## config.mk

```make
export PLATFORM = sky130hd
export DESIGN_NAME = sif_link_port
export DESIGN_NICKNAME = d
export VERILOG_FILES = /design/src/sif_pkg.sv /design/src/sif_buf.sv /design/src/sif_link_port.sv
export VERILOG_INCLUDE_DIRS = /design/src
export SDC_FILE = /design/constraint.sdc
export NUM_CORES = 1
export LEC_CHECK = 0
export ABC_AREA = 1
export BUFFER_PORTS_ARGS = -buffer_cell sky130_fd_sc_hd__buf_2
export CAP_MARGIN = 15
export CELL_PAD_IN_SITES_DETAIL_PLACEMENT = 1
export CELL_PAD_IN_SITES_GLOBAL_PLACEMENT = 2
export CORE_MARGIN = 8
export CORE_UTILIZATION = 34
export DETAILED_ROUTE_END_ITERATION = 12
export GPL_TIMING_DRIVEN = 0
export HOLD_SLACK_MARGIN = 0.15
export PLACE_DENSITY = 0.82
export SYNTH_ARGS = -nofsm -noshare
export SYNTH_HDL_FRONTEND = slang
export SYNTH_SLANG_ARGS = --single-unit
```

## constraint.sdc

```tcl
create_clock -name CLK -period 2.94 [get_ports CLK]
set_input_delay 0.294 -clock CLK [delete_from_list [all_inputs] [get_ports CLK]]
set_output_delay 0.294 -clock CLK [all_outputs]
set_load 0.02 [all_outputs]
```

## src/sif_defines.svh

```systemverilog
// Constants for the link-side request and control interface of the serial bus port.
`ifndef SIF_DEFINES_SVH
`define SIF_DEFINES_SVH
// Control pair codes as vector values: index 0 is control bit 0, index 1 is control bit 1.
`define SIF_CTL_IDLE 2'h0
`define SIF_CTL_STATUS 2'h2
`define SIF_CTL_RECV 2'h1
`define SIF_CTL_GRANT 2'h3
`define SIF_LCTL_RELEASE 2'h0
`define SIF_LCTL_HOLD 2'h2
`define SIF_LCTL_XMIT 2'h1
`define SIF_LCTL_RSVD 2'h3
// Request type codes.
`define SIF_RT_IMM 3'h0
`define SIF_RT_ISO 3'h1
`define SIF_RT_PRI 3'h2
`define SIF_RT_FAIR 3'h3
`define SIF_RT_REG_RD 3'h4
`define SIF_RT_REG_WR 3'h5
`define SIF_RT_ACCEL 3'h6
`define SIF_RT_RSVD 3'h7
// Speed codes.
`define SIF_SPD_S100 3'h0
`define SIF_SPD_S200 3'h2
`define SIF_SPD_S400 3'h4
// Stream lengths in bits, start and stop bits included.
`define SIF_LEN_TYPE 5'h04
`define SIF_LEN_ACCEL 5'h06
`define SIF_LEN_BUS_SHORT 5'h07
`define SIF_LEN_BUS_LONG 5'h08
`define SIF_LEN_REG_RD 5'h09
`define SIF_LEN_REG_WR 5'h11
// Status transfer: sixteen bits, two bits per cycle.
`define SIF_STAT_CYC 4'h8
`define SIF_STAT_PAD 4'h0
`endif

```

## src/sif_pkg.sv

```systemverilog
// Types shared by the link-side interface modules.
package sif_pkg;
  typedef enum logic [2:0] {SIF_BS_IDLE, SIF_BS_STATUS, SIF_BS_RECV, SIF_BS_GRANT,
                            SIF_BS_LLC} sif_bus_st_t;
  typedef enum logic [1:0] {SIF_RQ_IDLE, SIF_RQ_BITS, SIF_RQ_FLUSH} sif_rq_st_t;
  typedef struct packed {
    sif_bus_st_t bus;
    sif_rq_st_t rq;
    logic [4:0] cnt;
    logic [15:0] sr;
    logic [2:0] rtype;
    logic bus_pend;
    logic won;
    logic [2:0] bus_type;
    logic [2:0] bus_spd;
    logic rd_pend;
    logic [3:0] rd_addr;
    logic [15:0] stat_sr;
    logic [3:0] stat_cnt;
    logic stat_auto;
    logic [1:0] ctl;
    logic [7:0] d;
    logic own;
    logic [1:0] ctl_oe;
    logic [7:0] d_oe;
    logic wr_v;
    logic [3:0] wr_addr;
    logic [7:0] wr_data;
    logic acc_v;
    logic acc_en;
    logic tx_v;
    logic [7:0] tx_d;
    logic null_tx;
    logic stat_ack;
    logic iso_m;
    logic iso_s;
  } sif_state_t;
  typedef struct packed {
    logic [8:0] e0;
    logic [8:0] e1;
    logic [1:0] cnt;
  } sif_buf_state_t;
endpackage

```

## src/sif_buf.sv

```systemverilog
// Two-entry buffer in the receive data path.
`timescale 1ns/1ps
module sif_buf import sif_pkg::*; (
  input wire logic clk,
  input wire logic rst_n,
  input wire logic in_valid,
  output logic in_ready,
  input wire logic [8:0] in_data,
  output logic out_valid,
  input wire logic out_ready,
  output logic [8:0] out_data
);
  sif_buf_state_t s_ff;
  sif_buf_state_t nxt_s;
  logic push;
  logic pop;

  // Handshakes come straight from the fill level; data leaves from the head flop.
  assign in_ready = (s_ff.cnt != 2'h2);
  assign out_valid = (s_ff.cnt != 2'h0);
  assign out_data = s_ff.e0;
  assign push = in_valid && in_ready;
  assign pop = out_valid && out_ready;

  // Next state: the head shifts forward on a pop, new words land behind it.
  always_comb begin
    nxt_s = s_ff;
    if (pop) begin
      nxt_s.e0 = s_ff.e1;
    end
    if (push) begin
      if ((s_ff.cnt == 2'h0) || (pop && (s_ff.cnt == 2'h1))) begin
        nxt_s.e0 = in_data;
      end else if (pop) begin
        nxt_s.e1 = in_data;
      end else begin
        nxt_s.e1 = in_data;
      end
    end
    nxt_s.cnt = s_ff.cnt + {1'b0, push} - {1'b0, pop};
  end

  // State register with synchronous reset.
  always_ff @(posedge clk) begin
    if (!rst_n) begin
      s_ff <= '0;
    end else begin
      s_ff <= nxt_s;
    end
  end
endmodule // sif_buf

```

## src/sif_link_port.sv

```systemverilog
// Device-side control, data and request logic of the link-layer interface.
`timescale 1ns/1ps
`include "sif_defines.svh"
// Functional notes
// - Status transfers start autonomously or answer a pending register read.
// - Every packet arriving from the serial bus starts a receive operation.
// - After winning arbitration, grant code hands the interface to the link.
// - Device drives idle, status, receive and grant codes while owning control.
// - Differentiation is enabled while the isolation select input is low.
// - Differentiated outputs drive one cycle per change, else float.
// - Inputs keep their previous state while the line floats.
// - Lengths: bus 7 or 8, read 9, write 17, acceleration 6 bits.
// - Stream starts with a one, ends with a zero; bits 1-3 give type.
// - Type codes: immediate, isochronous, priority, fair, read, write, acceleration, reserved.
// - Immediate request takes the bus at idle without arbitrating.
// - Isochronous request arbitrates at idle without a subaction gap.
// - Priority ignores fairness, fair obeys it, both after a subaction gap.
// - Speed codes select S100, S200, S400; all others are invalid.
// - Invalid speed still arbitrates, but link data is dropped for a null packet.
// - All interface signals launch and sample on the rising clock edge.
// - Register requests carry address in bits 4-7; writes carry data 8-15.
// - Acceleration request bit 4 enables or disables acceleration; bit 5 stops.
module sif_link_port import sif_pkg::*; (
  input wire logic CLK,
  input wire logic RST_N,
  input wire logic ISO_N,
  input wire logic [1:0] CTL_I,
  output logic [1:0] CTL_O,
  output logic [1:0] CTL_OE,
  input wire logic [7:0] D_I,
  output logic [7:0] D_O,
  output logic [7:0] D_OE,
  input wire logic LINK_REQUEST_LINE,
  input wire logic RX_VALID,
  output logic RX_READY,
  input wire logic [7:0] RX_DATA,
  input wire logic RX_LAST,
  input wire logic ARB_WON,
  input wire logic ARB_LOST,
  input wire logic BUS_RESET,
  output logic ARB_PENDING,
  output logic ARB_IMMEDIATE,
  output logic ARB_SKIP_GAP,
  output logic ARB_PRIORITY,
  output logic ARB_FAIR,
  output logic [2:0] BUS_SPEED,
  output logic SPEED_BAD,
  input wire logic STAT_REQ,
  input wire logic [15:0] STAT_WORD,
  output logic STAT_ACK,
  output logic [3:0] REG_RD_ADDR,
  input wire logic [7:0] REG_RD_DATA,
  output logic REG_WR_VALID,
  output logic [3:0] REG_WR_ADDR,
  output logic [7:0] REG_WR_DATA,
  output logic ACCEL_VALID,
  output logic ACCEL_EN,
  output logic TX_VALID,
  output logic [7:0] TX_DATA,
  output logic TX_NULL
);
  sif_state_t s_ff;
  sif_state_t nxt_s;
  logic buf_valid;
  logic [8:0] buf_data;
  logic go_rx;
  logic diff;
  logic [1:0] ctl_in;
  logic [7:0] d_in;

  // ****************************************
  // Receive path buffer
  // ****************************************

  // Words from the serial side wait here while the interface is busy elsewhere.
  sif_buf u_rxbuf (
    .clk(CLK),
    .rst_n(RST_N),
    .in_valid(RX_VALID),
    .in_ready(RX_READY),
    .in_data({RX_LAST, RX_DATA}),
    .out_valid(buf_valid),
    .out_ready(go_rx),
    .out_data(buf_data)
  );

  // A waiting word starts a receive at idle unless arbitration is won, and starts or continues one during status or receive.
  assign go_rx = buf_valid && (((s_ff.bus == SIF_BS_IDLE) && !s_ff.won) ||
                               (s_ff.bus == SIF_BS_STATUS) || (s_ff.bus == SIF_BS_RECV));

  // ****************************************
  // Pin views and outputs
  // ****************************************

  // Differentiation follows the synchronised isolation select.
  assign diff = !s_ff.iso_s;
  // While this end drives, the floating line keeps the level last driven.
  assign ctl_in = s_ff.own ? s_ff.ctl : CTL_I;
  assign d_in = s_ff.own ? s_ff.d : D_I;
  // Outputs come from the state register, arbiter hints from the pending request.
  assign CTL_O = s_ff.ctl;
  assign CTL_OE = s_ff.ctl_oe;
  assign D_O = s_ff.d;
  assign D_OE = s_ff.d_oe;
  assign ARB_PENDING = s_ff.bus_pend;
  assign ARB_IMMEDIATE = s_ff.bus_pend && (s_ff.bus_type == `SIF_RT_IMM);
  assign ARB_SKIP_GAP = s_ff.bus_pend && (s_ff.bus_type == `SIF_RT_ISO);
  assign ARB_PRIORITY = s_ff.bus_pend && (s_ff.bus_type == `SIF_RT_PRI);
  assign ARB_FAIR = s_ff.bus_pend && (s_ff.bus_type == `SIF_RT_FAIR);
  assign BUS_SPEED = s_ff.bus_spd;
  assign SPEED_BAD = (s_ff.bus_spd != `SIF_SPD_S100) && (s_ff.bus_spd != `SIF_SPD_S200) &&
                     (s_ff.bus_spd != `SIF_SPD_S400);
  assign STAT_ACK = s_ff.stat_ack;
  assign REG_RD_ADDR = s_ff.rd_addr;
  assign REG_WR_VALID = s_ff.wr_v;
  assign REG_WR_ADDR = s_ff.wr_addr;
  assign REG_WR_DATA = s_ff.wr_data;
  assign ACCEL_VALID = s_ff.acc_v;
  assign ACCEL_EN = s_ff.acc_en;
  assign TX_VALID = s_ff.tx_v;
  assign TX_DATA = s_ff.tx_d;
  assign TX_NULL = s_ff.null_tx;

  // ****************************************
  // Next-state logic
  // ****************************************

  // One pass decodes the request line, steps the bus owner and forms the drivers.
  always_comb begin
    logic [16:0] v;
    logic [4:0] n;
    logic [15:0] word;
    v = {s_ff.sr, LINK_REQUEST_LINE};
    n = s_ff.cnt + 5'h01;
    word = 16'h0000;
    nxt_s = s_ff;
    nxt_s.wr_v = 1'b0;
    nxt_s.acc_v = 1'b0;
    nxt_s.tx_v = 1'b0;
    nxt_s.stat_ack = 1'b0;
    nxt_s.iso_m = ISO_N;
    nxt_s.iso_s = s_ff.iso_m;
    // Serial request decoder, most significant bit first.
    unique case (s_ff.rq)
      SIF_RQ_IDLE: begin
        if (LINK_REQUEST_LINE) begin
          nxt_s.rq = SIF_RQ_BITS;
          nxt_s.cnt = 5'h01;
          nxt_s.sr = 16'h0001;
        end
      end
      SIF_RQ_BITS: begin
        nxt_s.sr = v[15:0];
        nxt_s.cnt = n;
        if (n == `SIF_LEN_TYPE) begin
          nxt_s.rtype = v[2:0];
          if (v[2:0] == `SIF_RT_RSVD) begin
            nxt_s.rq = SIF_RQ_FLUSH;
          end
        end else if (s_ff.rtype[2] == 1'b0) begin
          if (((n == `SIF_LEN_BUS_SHORT) && !v[0]) || (n == `SIF_LEN_BUS_LONG)) begin
            nxt_s.rq = SIF_RQ_IDLE;
            if (!s_ff.bus_pend) begin
              nxt_s.bus_pend = 1'b1;
              nxt_s.bus_type = s_ff.rtype;
              nxt_s.bus_spd = (n == `SIF_LEN_BUS_LONG) ? v[3:1] : v[2:0];
            end
          end
        end else if (s_ff.rtype == `SIF_RT_REG_RD) begin
          if (n == `SIF_LEN_REG_RD) begin
            nxt_s.rq = SIF_RQ_IDLE;
            if (!s_ff.rd_pend) begin
              nxt_s.rd_pend = 1'b1;
              nxt_s.rd_addr = v[4:1];
            end
          end
        end else if (s_ff.rtype == `SIF_RT_REG_WR) begin
          if (n == `SIF_LEN_REG_WR) begin
            nxt_s.rq = SIF_RQ_IDLE;
            nxt_s.wr_v = 1'b1;
            nxt_s.wr_addr = v[12:9];
            nxt_s.wr_data = v[8:1];
          end
        end else if (n == `SIF_LEN_ACCEL) begin
          nxt_s.rq = SIF_RQ_IDLE;
          nxt_s.acc_v = 1'b1;
          nxt_s.acc_en = v[1];
        end
      end
      SIF_RQ_FLUSH: begin
        if (!LINK_REQUEST_LINE) begin
          nxt_s.rq = SIF_RQ_IDLE;
        end
      end
    endcase
    // Arbitration outcome from the serial side.
    if (ARB_WON && s_ff.bus_pend) begin
      nxt_s.won = 1'b1;
    end
    // Only a request already pending can be lost, so a request landing now survives.
    if (ARB_LOST && !s_ff.won && s_ff.bus_pend) begin
      nxt_s.bus_pend = 1'b0;
    end
    // Control pair owner.
    nxt_s.ctl = `SIF_CTL_IDLE;
    nxt_s.own = 1'b1;
    unique case (s_ff.bus)
      SIF_BS_IDLE: begin
        if (s_ff.won) begin
          nxt_s.bus = SIF_BS_GRANT;
          nxt_s.ctl = `SIF_CTL_GRANT;
        end else if (go_rx) begin
          nxt_s.bus = SIF_BS_RECV;
        end else if (s_ff.rd_pend || STAT_REQ) begin
          word = s_ff.rd_pend ? {s_ff.rd_addr, REG_RD_DATA, `SIF_STAT_PAD} : STAT_WORD;
          nxt_s.bus = SIF_BS_STATUS;
          nxt_s.ctl = `SIF_CTL_STATUS;
          nxt_s.d = {6'h00, word[14], word[15]};
          nxt_s.stat_sr = {word[13:0], 2'h0};
          nxt_s.stat_cnt = 4'h1;
          nxt_s.stat_auto = !s_ff.rd_pend;
        end
      end
      SIF_BS_STATUS: begin
        if (go_rx) begin
          nxt_s.bus = SIF_BS_RECV;
        end else if (s_ff.stat_cnt == `SIF_STAT_CYC) begin
          nxt_s.bus = SIF_BS_IDLE;
          nxt_s.d = 8'h00;
          nxt_s.stat_ack = s_ff.stat_auto;
          nxt_s.rd_pend = s_ff.stat_auto ? s_ff.rd_pend : 1'b0;
        end else begin
          nxt_s.ctl = `SIF_CTL_STATUS;
          nxt_s.d = {6'h00, s_ff.stat_sr[14], s_ff.stat_sr[15]};
          nxt_s.stat_sr = {s_ff.stat_sr[13:0], 2'h0};
          nxt_s.stat_cnt = s_ff.stat_cnt + 4'h1;
        end
      end
      SIF_BS_RECV: begin
        nxt_s.ctl = `SIF_CTL_RECV;
      end
      SIF_BS_GRANT: begin
        nxt_s.bus = SIF_BS_LLC;
        nxt_s.own = 1'b0;
        nxt_s.ctl = s_ff.ctl;
        nxt_s.won = 1'b0;
        nxt_s.bus_pend = 1'b0;
        nxt_s.null_tx = SPEED_BAD;
      end
      SIF_BS_LLC: begin
        nxt_s.own = 1'b0;
        nxt_s.ctl = s_ff.ctl;
        if (ctl_in == `SIF_LCTL_RELEASE) begin
          nxt_s.bus = SIF_BS_IDLE;
          nxt_s.own = 1'b1;
          nxt_s.ctl = `SIF_CTL_IDLE;
          nxt_s.d = 8'h00;
          nxt_s.null_tx = 1'b0;
        end else if (ctl_in == `SIF_LCTL_XMIT) begin
          nxt_s.tx_v = !s_ff.null_tx;
          nxt_s.tx_d = s_ff.null_tx ? 8'h00 : d_in;
        end
      end
      default: begin
        nxt_s.bus = SIF_BS_IDLE;
      end
    endcase
    // A receive word takes the pair; fair and priority requests are lost to it.
    if (go_rx) begin
      nxt_s.bus = buf_data[8] ? SIF_BS_IDLE : SIF_BS_RECV;
      nxt_s.ctl = `SIF_CTL_RECV;
      nxt_s.d = buf_data[7:0];
      if (s_ff.bus_pend && !s_ff.won && s_ff.bus_type[1]) begin
        nxt_s.bus_pend = 1'b0;
      end
    end
    if (BUS_RESET) begin
      nxt_s.bus_pend = 1'b0;
      nxt_s.won = s_ff.won && (s_ff.bus != SIF_BS_IDLE);
    end
    // Drive fully without isolation or in the first cycle after taking the pair back, else only in the cycle of a change.
    nxt_s.ctl_oe = {2{nxt_s.own}} & ({2{!diff || !s_ff.own}} | (nxt_s.ctl ^ s_ff.ctl));
    nxt_s.d_oe = {8{nxt_s.own}} & ({8{!diff || !s_ff.own}} | (nxt_s.d ^ s_ff.d));
  end

  // State register with synchronous reset; this end owns an idle pair at reset.
  always_ff @(posedge CLK) begin
    if (!RST_N) begin
      s_ff <= '0;
      s_ff.own <= 1'b1;
      s_ff.ctl_oe <= 2'h3;
      s_ff.d_oe <= 8'hFF;
      s_ff.iso_m <= 1'b1;
      s_ff.iso_s <= 1'b1;
    end else begin
      s_ff <= nxt_s;
    end
  end
endmodule // sif_link_port

```

# Word-level counts from Yosys, hierarchy flattened
# Index checks and enable logic that the tools add are counted.
dict set report classes {
  add_sub_neg 4
  mul 0
  div 0
  n_lt_le_gt_ge 0
  eq_ne 42
  shifts 0
  n_mux 68
  bitwise 22
  n_reduce_logical 59
}
# cell n
set op_table {}
lappend op_table {{$mux W31} 2}
lappend op_table {{$pmux W21 S2} 1}
lappend op_table {{$mux W20} 2}
lappend op_table {{$pmux W20 S2} 1}
lappend op_table {{$mux W2} 17}
lappend op_table {{$mux W9} 3}
lappend op_table {{$mux W5} 5}
lappend op_table {{$mux W8} 3}
lappend op_table {{$pmux W8 S3} 1}
lappend op_table {{$reduce_and A6 Y1} 4}
lappend op_table {{$mux W23} 1}
lappend op_table {{$mux W21} 1}
lappend op_table {{$logic_and A1 B1 Y1} 18}
lappend op_table {{$mux W18} 1}
lappend op_table {{$mux W3} 6}
lappend op_table {{$mux W16} 1}
lappend op_table {{$ne A2 B2 Y1 const B} 8}
lappend op_table {{$not A1 Y1} 16}
lappend op_table {{$eq A5 B3 Y1 const B} 3}
lappend op_table {{$pmux W3 S5} 1}
lappend op_table {{$mux W1} 14}
lappend op_table {{$mux W13} 1}
lappend op_table {{$eq A3 B3 Y1 const B} 4}
lappend op_table {{$ne A6 B6 Y1 const B} 2}
lappend op_table {{45 further kinds} 79}
dict set report totals {
  reg_bits 130
  latch_bits 0
  ramBits 0
  rom_bits 0
  output_inout_bits 60
  wordCells 228
  n_memories 0
}

# Logic depth before layout (Yosys ltp)
# Gate-level depths: netlist (run 1).
dict set report logic_depth {
  word_depth 12
  ltp_mapped 15
  depth_no_buf 14
}

# By module
# From an unflattened synthesis (run 1), not the netlist that was laid out.
dict set report unflattened {
  hier_cells 878
  hier_area_um2 6332.3
}
# module instances cells_each area_per_inst_um2 seq_area_each_um2
set modules_own_cells {}
lappend modules_own_cells {sif_link_port 1 710 5238.8 2102.0}
lappend modules_own_cells {sif_buf 1 168 1093.5 400.4}

# Worst setup path before layout (run 1)
# OpenSTA, ideal clock, no wires.
dict set report synth_path {
  kind {flip-flop to flip-flop}
  startpoint {register s_ff[109] (netlist name)}
  endpoint {register u_rxbuf.s_ff[1] (netlist name)}
  setup_ns 0.070
  t_arrival_ns 1.858
  required_time_ns 2.870
  setup_slack_ns 1.012
  path_stages_with_launch 11
  path_buffers 1
  synth_period_minus_slack_ns 1.928
  cell_sequence {dfxtp_1 -> inv_2 -> nand3_2 -> a21oi_4 -> buf_2 -> ha_1 -> inv_1 -> ha_1 -> xor2_1 -> o21ai_0 -> a21oi_1}
}
dict set report synth_via {
  elab_chain_len 7
  elab_cells_between_ends 9
  cone_classes {add/sub (1); eq/ne (2); reduce/logical (6)}
}
# element line_no
set synth_rtl {}
lappend synth_rtl {{start: declaration} sif_link_port.sv:62} ;# sif_state_t s_ff;
lappend synth_rtl {{start signal: assignment} sif_link_port.sv:296} ;# s_ff <= nxt_s;
lappend synth_rtl {{$logic_not A3 Y1} sif_link_port.sv:88} ;# assign go_rx = buf_valid && (((s_ff.bus == SIF_BS_IDLE) && !s_ff.won) ||
lappend synth_rtl {{$logic_and A1 B1 Y1} sif_link_port.sv:88}
lappend synth_rtl {{$logic_or A1 B1 Y1} sif_link_port.sv:88}
lappend synth_rtl {{$logic_or A1 B1 Y1 (*)} sif_link_port.sv:89} ;# (s_ff.bus == SIF_BS_STATUS) || (s_ff.bus == SIF_BS_RECV));
lappend synth_rtl {{$logic_and A1 B1 Y1 (*)} sif_link_port.sv:88}
lappend synth_rtl {{$logic_and A1 B1 Y1 (*)} sif_buf.sv:23} ;# assign pop = out_valid && out_ready;
lappend synth_rtl {{$sub A2 B1 Y2 (*)} sif_buf.sv:40} ;# nxt_s.cnt = s_ff.cnt + {1'b0, push} - {1'b0, pop};
lappend synth_rtl {{end signal: assignment} sif_buf.sv:48} ;# s_ff <= nxt_s;
lappend synth_rtl {{end: declaration} sif_buf.sv:13} ;# sif_buf_state_t s_ff;
# Every way passes the cells marked *; elsewhere a longest branch is shown, timed or not.
# A chain may end at the register's enable or synchronous reset.

# Worst setup path after layout (run 1)
# Same ends and word-level chain as after synthesis.

==> results.txt, run 1 <==
The first global-routing pass estimated 30700 um of wire. In the final timing run, aggregate negative setup slack is 0 ps. On the critical path, the stage with the largest delay is an instance of dfxtp_1. The post-route standard cell area excluding fillers came out at 0.00783 mm^2. From left edge to right edge, the die measures 152 um.

The count of buffers from port buffering is 110. The flow ran to the end, and the final reports show no timing, DRC or antenna violations. 0 antenna diodes ended up in the layout. At the worst endpoint, the required time is 3290 ps. The maximum fanout count along the critical path came out at 10. During I/O placement, the number of pins put on the boundary was 112.

For this block, the via count after detailed routing is 5757. The number of distinct library cell variants in the gate-level netlist after synthesis came out at 50. The site row count came out at 49. The number of slew-limit violations in the final report came to 0. For this run, the top clock speed supported by timing is 440 MHz.

The standard cell area after detailed placement is 0.00709 mm^2. The peak supply drop is 458 uV. The number of buffers on the longest clock path is 2.

The final layout contains routed wiring with a total length of 19000 um. The share of synthesized registers carrying an async set or reset came out at 0%. The root buffer cell chosen for the clock tree is clkbuf_16. The sequential fraction of the synthesis area came out at 40.0%. The share of layout cells above drive strength 1 is 27.9%.

The floorplan step defined a core boundary enclosing 0.0180 mm^2. After technology mapping, the gate count stands at 821. After detailed routing, the number of remaining DRC violations is 0.

The total of flip-flops plus latches after synthesis is 125. Setup slack closes at 665 ps. TritonCTS built the clock tree. The number of buffers inserted during clock tree synthesis came out at 17. Routability-driven placement finished with a final weighted congestion of 0.844. The largest net degree at the start of global routing came out at 17. Timing analysis after detailed placement gives a worst setup slack of 680 ps. Among cell families on the critical path, the largest total delay comes from compound AO/OA/AOI/OAI gates. The critical path goes through inv_2 -> nand3_2 -> a21oi_4 -> buf_2 -> ha_1 -> inv_1 -> ha_1 -> xor2_1 -> o21ai_0 -> a21oi_1.

After synthesis, the largest area contributor takes up 40.0% of total cell area. The worst-margin pin slew is 826 ps. Setup violations remaining at the end of the flow were counted as 0.

The per-instance average area after synthesis is 7.61 um^2. The sink count of the clock tree is 125. The max-capacitance violation count is 0. The worst hold path belongs to the class input port to flip-flop. The number of DRC markers in iteration 0 is 302. The number of hold violations in the final report was 0. Together, buffers and inverters on the worst path number 3. Power spread over the standard cell area amounts to 834 mW/mm^2. The final routed wire length divided by cell count is 15.8 um.

The post-route fraction of the period consumed by the critical path came out at 77.4%. The worst setup skew after layout came out at 6.97 ps. The category of the most critical setup path is flip-flop to flip-flop.

For this run the aggregate overflow at the end of global routing stands at 0. The relative slew slack came out at 45.0%. The detailed-placement wirelength estimate came out at 14600 um. The arrival time of data at the critical path endpoint came out at 2630 ps.

The die extent in y is 152 um. The global-route usage over all layers is 17.0%. The type of element capturing the critical path is a flip-flop.

The initial antenna violation count is 0. After clock tree synthesis, the clock-pin slew on the worst setup and hold paths is 60 ps. The number of levels the H-tree was split into came out at 4. The synthesized cell area is 0.00625 mm^2. The largest stage delay on the critical path came out at 390 ps.

The synthesized design contains 0 enable-type register cells. By area the synthesized netlist is led by dfxtp_1, nand2_1, buf_4, nor2_1, a21oi_1. Synthesis produced a netlist with a net count of 885. The leakage component of the power came out at 3.41 nW. The die area came out at 0.0230 mm^2. Among all flip-flop cells after synthesis, the most frequent one is dfxtp_1. The number of vias per cell came out at 4.79.

For this configuration, the core starts out at a cell density of 34.7%. The number of global-route vias before repair is 5937. The number of iterations in the first detailed-routing pass came out at 4. Once detail routing completed, the nets flagged for antenna violations numbered 0. Of all cell types, the one taking the most synthesized area is dfxtp_1.

The worst setup path is launched from a flip-flop. The layout overhead on the synthesized area came out at 25.3%. The number of synthesis warnings came out at 0. The final period demand of the worst path is 2280 ps. The worst-case hold slack is 169 ps.

The final-stage net count came out at 1025. The insertion delay of the later-clocked pin in the worst-skew pair is 420 ps. Setup repair after global routing left no endpoint under its margin.

Among the stages of the critical path, the cell type that occurs most often is ha_1.
synth_stat cells, types with 5 or more instances:
master / number
buf_2: 5
nor2_1: 89
o21ai_0: 54
nand2_1: 142
mux2i_1: 10
nor3_1: 6
buf_6: 5
a31oi_1: 12
o21ai_1: 12
ha_1: 12
nor2_4: 7
nand4_1: 7
buf_4: 51
nor3_2: 5
clkbuf_1: 14
nand3_1: 53
inv_1: 63
nand2_2: 8
inv_2: 18
dfxtp_1: 125
a211oi_2: 6
a21oi_1: 66
a211oi_1: 6
a311oi_1: 7
per-layer routing:
metal	track usage (%)	share of wire, %	vias up
met5	0	0	-
met3	3.15	4.3	11
li1	-	-	2962
met4	4.41	0.91	0
met1	21.6	47	2693
met2	29.1	48	91
stage by stage:
stage	std cells	total power [mW]	util [%]
2_1_floorplan	821	3.72	-
3_3_place_gp	1160	4.28	39.3
3_5_place_dp	1160	4.32	39.3
4_1_cts	1203	6.61	43.4
5_1_grt	1203	6.96	43.4
6_report	1203	6.53	43.4
final timing paths:
kind	startpoint	end	slack (ps)	depth (start not counted)
setup / recovery	s_ff[109]$_SDFFE_PN0P_	u_rxbuf.s_ff[1]$_SDFF_PN0_	660	10
hold reg to reg	nxt_s[0]$_SDFF_PN1_	s_ff[0]$_SDFF_PN1_	420	1
setup reg to reg	s_ff[109]$_SDFFE_PN0P_	u_rxbuf.s_ff[1]$_SDFF_PN0_	660	10
hold / removal	D_I[3]	TX_DATA[3]$_SDFFE_PN0P_	170	3
tightest hold or removal path, cell delays in order:
cell and delay (ps):
buf_2 80, o21ai_0 60, o21ai_1 110
sequential cells by signal, indices dropped and copies added, names as in the netlist, 3 cells and up:
| register | count |
|---|---|
| s_ff | 50 |
| D_OE | 8 |
| D_O | 8 |
| u_rxbuf.out_data | 9 |
| REG_WR_ADDR | 4 |
| BUS_SPEED | 3 |
| REG_RD_ADDR | 4 |
| u_rxbuf.s_ff | 11 |
| REG_WR_DATA | 8 |
| TX_DATA | 8 |
cells by family after synthesis:
logic type	share of synthesized area [%]
AND/OR/NAND/NOR	24.5
buffers and inverters	13.5
adder cells (fa/ha/maj)	2.40
XOR/XNOR	0.140
AO/OA/AOI/OAI	17.9
flip-flops	40.0
multiplexers	1.60
cell type report:
class / instances / area (um^2)
Multi-Input combinational cell: 535 / 2910
Clock buffer: 19 / 443
Timing Repair Buffer: 121 / 661
Tap cell: 229 / 287
Fill cell: 2244 / 10200
Clock inverter: 13 / 190
Inverter: 83 / 315
Buffer: 78 / 528
Sequential cell: 125 / 2500
cell usage in the layout (no fill, tap or decap), types with 8 or more instances in the layout:
master and n:
clkbuf_1 15, buf_2 115, inv_1 63, o21ai_0 54, ha_1 12, nor2_1 89, nand3_1 53, dlygate4sd3_1 11
mux2i_1 10, nand2_1 142, a31oi_1 12, o21ai_1 12, a21oi_1 66, inv_2 18, dfxtp_1 125, buf_4 51
nand2_2 8, clkbuf_16 17
what timing repair did:
action / 4_1_cts / 5_1_grt
resized for setup: 0 / 0
hold buffers: 11 / 0
hold endpoints to repair: 11 / 0
setup buffers: 0 / 0
power breakdown:
part           internal [mW]  total [mW]  switching (mW)
clock network           1.45        2.26           0.811
logic                  0.773        2.17            1.40
registers               1.92        2.11           0.192
total                   4.14        6.53            2.40
(Power assumes the default switching activity.)
==> inputs of run 2 (changes only) <==
--- a/config.mk
+++ b/config.mk
@@ -12,11 +12,11 @@
 export CELL_PAD_IN_SITES_DETAIL_PLACEMENT = 1
 export CELL_PAD_IN_SITES_GLOBAL_PLACEMENT = 2
 export CORE_MARGIN = 8
-export CORE_UTILIZATION = 34
+export CORE_UTILIZATION = 29
 export DETAILED_ROUTE_END_ITERATION = 12
 export GPL_TIMING_DRIVEN = 0
 export HOLD_SLACK_MARGIN = 0.15
-export PLACE_DENSITY = 0.82
+export PLACE_DENSITY = 0.74
 export SYNTH_ARGS = -nofsm -noshare
 export SYNTH_HDL_FRONTEND = slang
 export SYNTH_SLANG_ARGS = --single-unit
==> constraint.sdc (replaced) <==
create_clock -name CLK -period 1.84 [get_ports CLK]
set_input_delay 0.184 -clock CLK [delete_from_list [all_inputs] [get_ports CLK]]
set_output_delay 0.184 -clock CLK [all_outputs]
set_load 0.02 [all_outputs]
==> results.txt, run 2 (synthesis results as in run 1) <==
In the layout the commonest cells are nand2_1, dfxtp_1, buf_2. The worst setup skew after layout came out at 7.72 ps (+0.752 ps). TritonCTS built the clock tree. The worst-margin pin slew is 844 ps (+18.3 ps). The detailed-route via count is 6019 (+4.6%). The detailed-placement wirelength estimate came out at 15500 um (+5.9%). The number of iterations in the first detailed-routing pass is 4 (unchanged). Setup repair after global routing could not meet its margin everywhere. The wire length of the first global-routing pass is 33700 um (+9.8%). The number of primary I/O pins is 112 (unchanged). The CTS clock-pin slew for the worst setup and hold paths came out at 60 ps (about the same). The aggregate global routing overflow was 0 (unchanged). The initial antenna violation count came out at 0 (unchanged). The largest net degree at the start of global routing was 17 (unchanged). Counting flops per register, the top entry is s_ff. The max-capacitance violation count came to 0 (unchanged). The library cell used most frequently in the layout, excluding fill and tap cells, is nand2_1. The type of element capturing the critical path is a flip-flop. The number of vias per cell is 4.62 (-3.5%).

The number of diodes came out at 0 (unchanged). The insertion delay of the later-clocked pin in the worst-skew pair is 410 ps (about the same). The die width came out at 163 um (+7.4%). The sequential standard cell area was 0.00253 mm^2 (+1.1%).

The die area is 0.0265 mm^2 (+15%). The share of layout cells above drive strength 1 is 36.5% (+8.6 points). The filler cell count in the final layout came out at 2613 (+16%).

The post-route fraction of the period consumed by the critical path is 100% (+23 points). The final total power came out at 11.1 mW (+70%). The worst setup path is launched from a flip-flop. The global placement routability congestion is 0.799 (-5.3%). The number of cells on the worst reg-to-reg path came out at 13 (+3).

The worst hold path belongs to the class input port to flip-flop. The global-route usage over all layers came out at 16.0% (-1.0 points). The number of cells on the worst hold path is 3 (unchanged). The final worst slack is -0.225 ps (-665 ps). The relative slew slack is 43.7% (-1.2 points). The final-stage net count came out at 1080 (+5.4%).

The standard cell core area is 0.0211 mm^2 (+17%). The number of buffers inserted during clock tree synthesis came out at 17 (unchanged). The flip-flop count of the largest register, all copies and words added came out at 50 (unchanged). The number of levels the H-tree was split into is 4 (unchanged). The final period demand of the worst path is 1840 ps (-435 ps).

The number of remaining DRC errors was 0 (unchanged). The standard cell area after detailed placement came out at 0.00716 mm^2 (+0.95%). The post-route standard cell area excluding fillers came out at 0.00867 mm^2 (+11%). The maximum clock rate came out at 543 MHz (+24%). The number of global-route vias before repair came out at 6272 (+5.6%).

The sink count of the clock tree is 125 (unchanged). The final routed wire length divided by cell count is 16.3 um (+3.1%). The number of endpoints failing setup at the final stage is 1 (+1). The cell at the root of the clock tree is clkbuf_16.

The final reports fail on setup timing. The number of slew-limit violations in the final report came out at 0 (unchanged). The final cell utilization of the core is 41.1% (-2.3 points). The number of DRC markers in iteration 0 is 237 (-22%). The sum of routed wire length over all layers is 21200 um (+12%). The leakage component of the power came to 3.73 nW (+9.4%). The required arrival time at the worst endpoint came to 2180 ps (-1110 ps). The worst setup path is of the flip-flop to flip-flop kind.

The site row count is 53 (+8.2%). The flow ran to the end, but the final reports show violations. The area of the multi-input gates came to 0.00315 mm^2 (+8.3%). The minimum setup slack after placement came out at -302 ps (-982 ps). The arrival time of data at the critical path endpoint is 2180 ps (-450 ps).

The number of buffers on the longest clock path came to 2 (unchanged). The die extent in y came out at 163 um (+7.4%). The number of hold violations in the final report came out at 0 (unchanged). The effective utilization at floorplan is 29.6% (-5.0 points). The count of buffers from port buffering came to 110 (unchanged). The cell area power density came out at 1280 mW/mm^2 (+54%). The peak supply drop is 732 uV (+60%). The maximum fanout count along the critical path is 6 (-4). From synthesis to final layout, the design area changed by 38.7%. The antenna violation net count after detailed routing is 0 (unchanged). The post-route setup TNS is -0.225 ps (-0.225 ps).
## run 2: layout make-up
type,instances,area share (%)
timing repair buffer,177,13.2
multi-input combinational,535,36.3
buffer,77,6.35
inverter,83,3.87
clock inverter,10,1.57
tap,275,3.97
sequential,125,29.2
clock buffer,22,5.58
## run 2: critical path, cell delays in order (launching register included)
cell     delay, ps
dfxtp_4        370
ha_4           180
nand2_2         60
inv_2           40
nor2_4         180
inv_2           70
nor2_4         160
nand3_2        110
nand2_2         80
buf_4          110
nand3_4         90
inv_4          100
o21ai_1         60
a31oi_1        150
## run 2: repair_timing
item	CTS	global route
pin swaps	17	29
gates cloned	0	0
hold endpoints to repair	35	0
hold buffers	27	0
setup buffers	15	25
endpoints found under the setup margin	54	52
resized for setup	40	73
## run 2: per-stage QoR
stage,cells,hold WS [ps]
floorplan,821,291
global placement,1206,399
detailed placement,1206,404
CTS,1280,153
global route,1304,169
finish,1304,161
## run 2: layer usage
metal / wire length (um) / part of all wire [%] / track usage [%]
met4: 288 / 1.4 / 4.30
met3: 594 / 2.8 / 3.46
met1: 9550 / 45 / 19.3
met2: 10800 / 51 / 28.1
met5: 0 / 0 / 0
## run 2: final timing paths
path	slack [ps]	start	to
max reg2reg	-0.2	s_ff[102]$_SDFFE_PN0P_	BUS_SPEED[1]$_SDFFE_PN0P_
min reg2reg	410	nxt_s[0]$_SDFF_PN1_	s_ff[0]$_SDFF_PN1_
min	160	RST_N	BUS_SPEED[2]$_SDFFE_PN0P_
max	-0.2	s_ff[102]$_SDFFE_PN0P_	BUS_SPEED[1]$_SDFFE_PN0P_
## run 2: power by group
group          internal, mW  switching, mW
combinational          1.67           2.51
sequential             3.09          0.316
clock                  2.27           1.27
total                  7.02           4.09
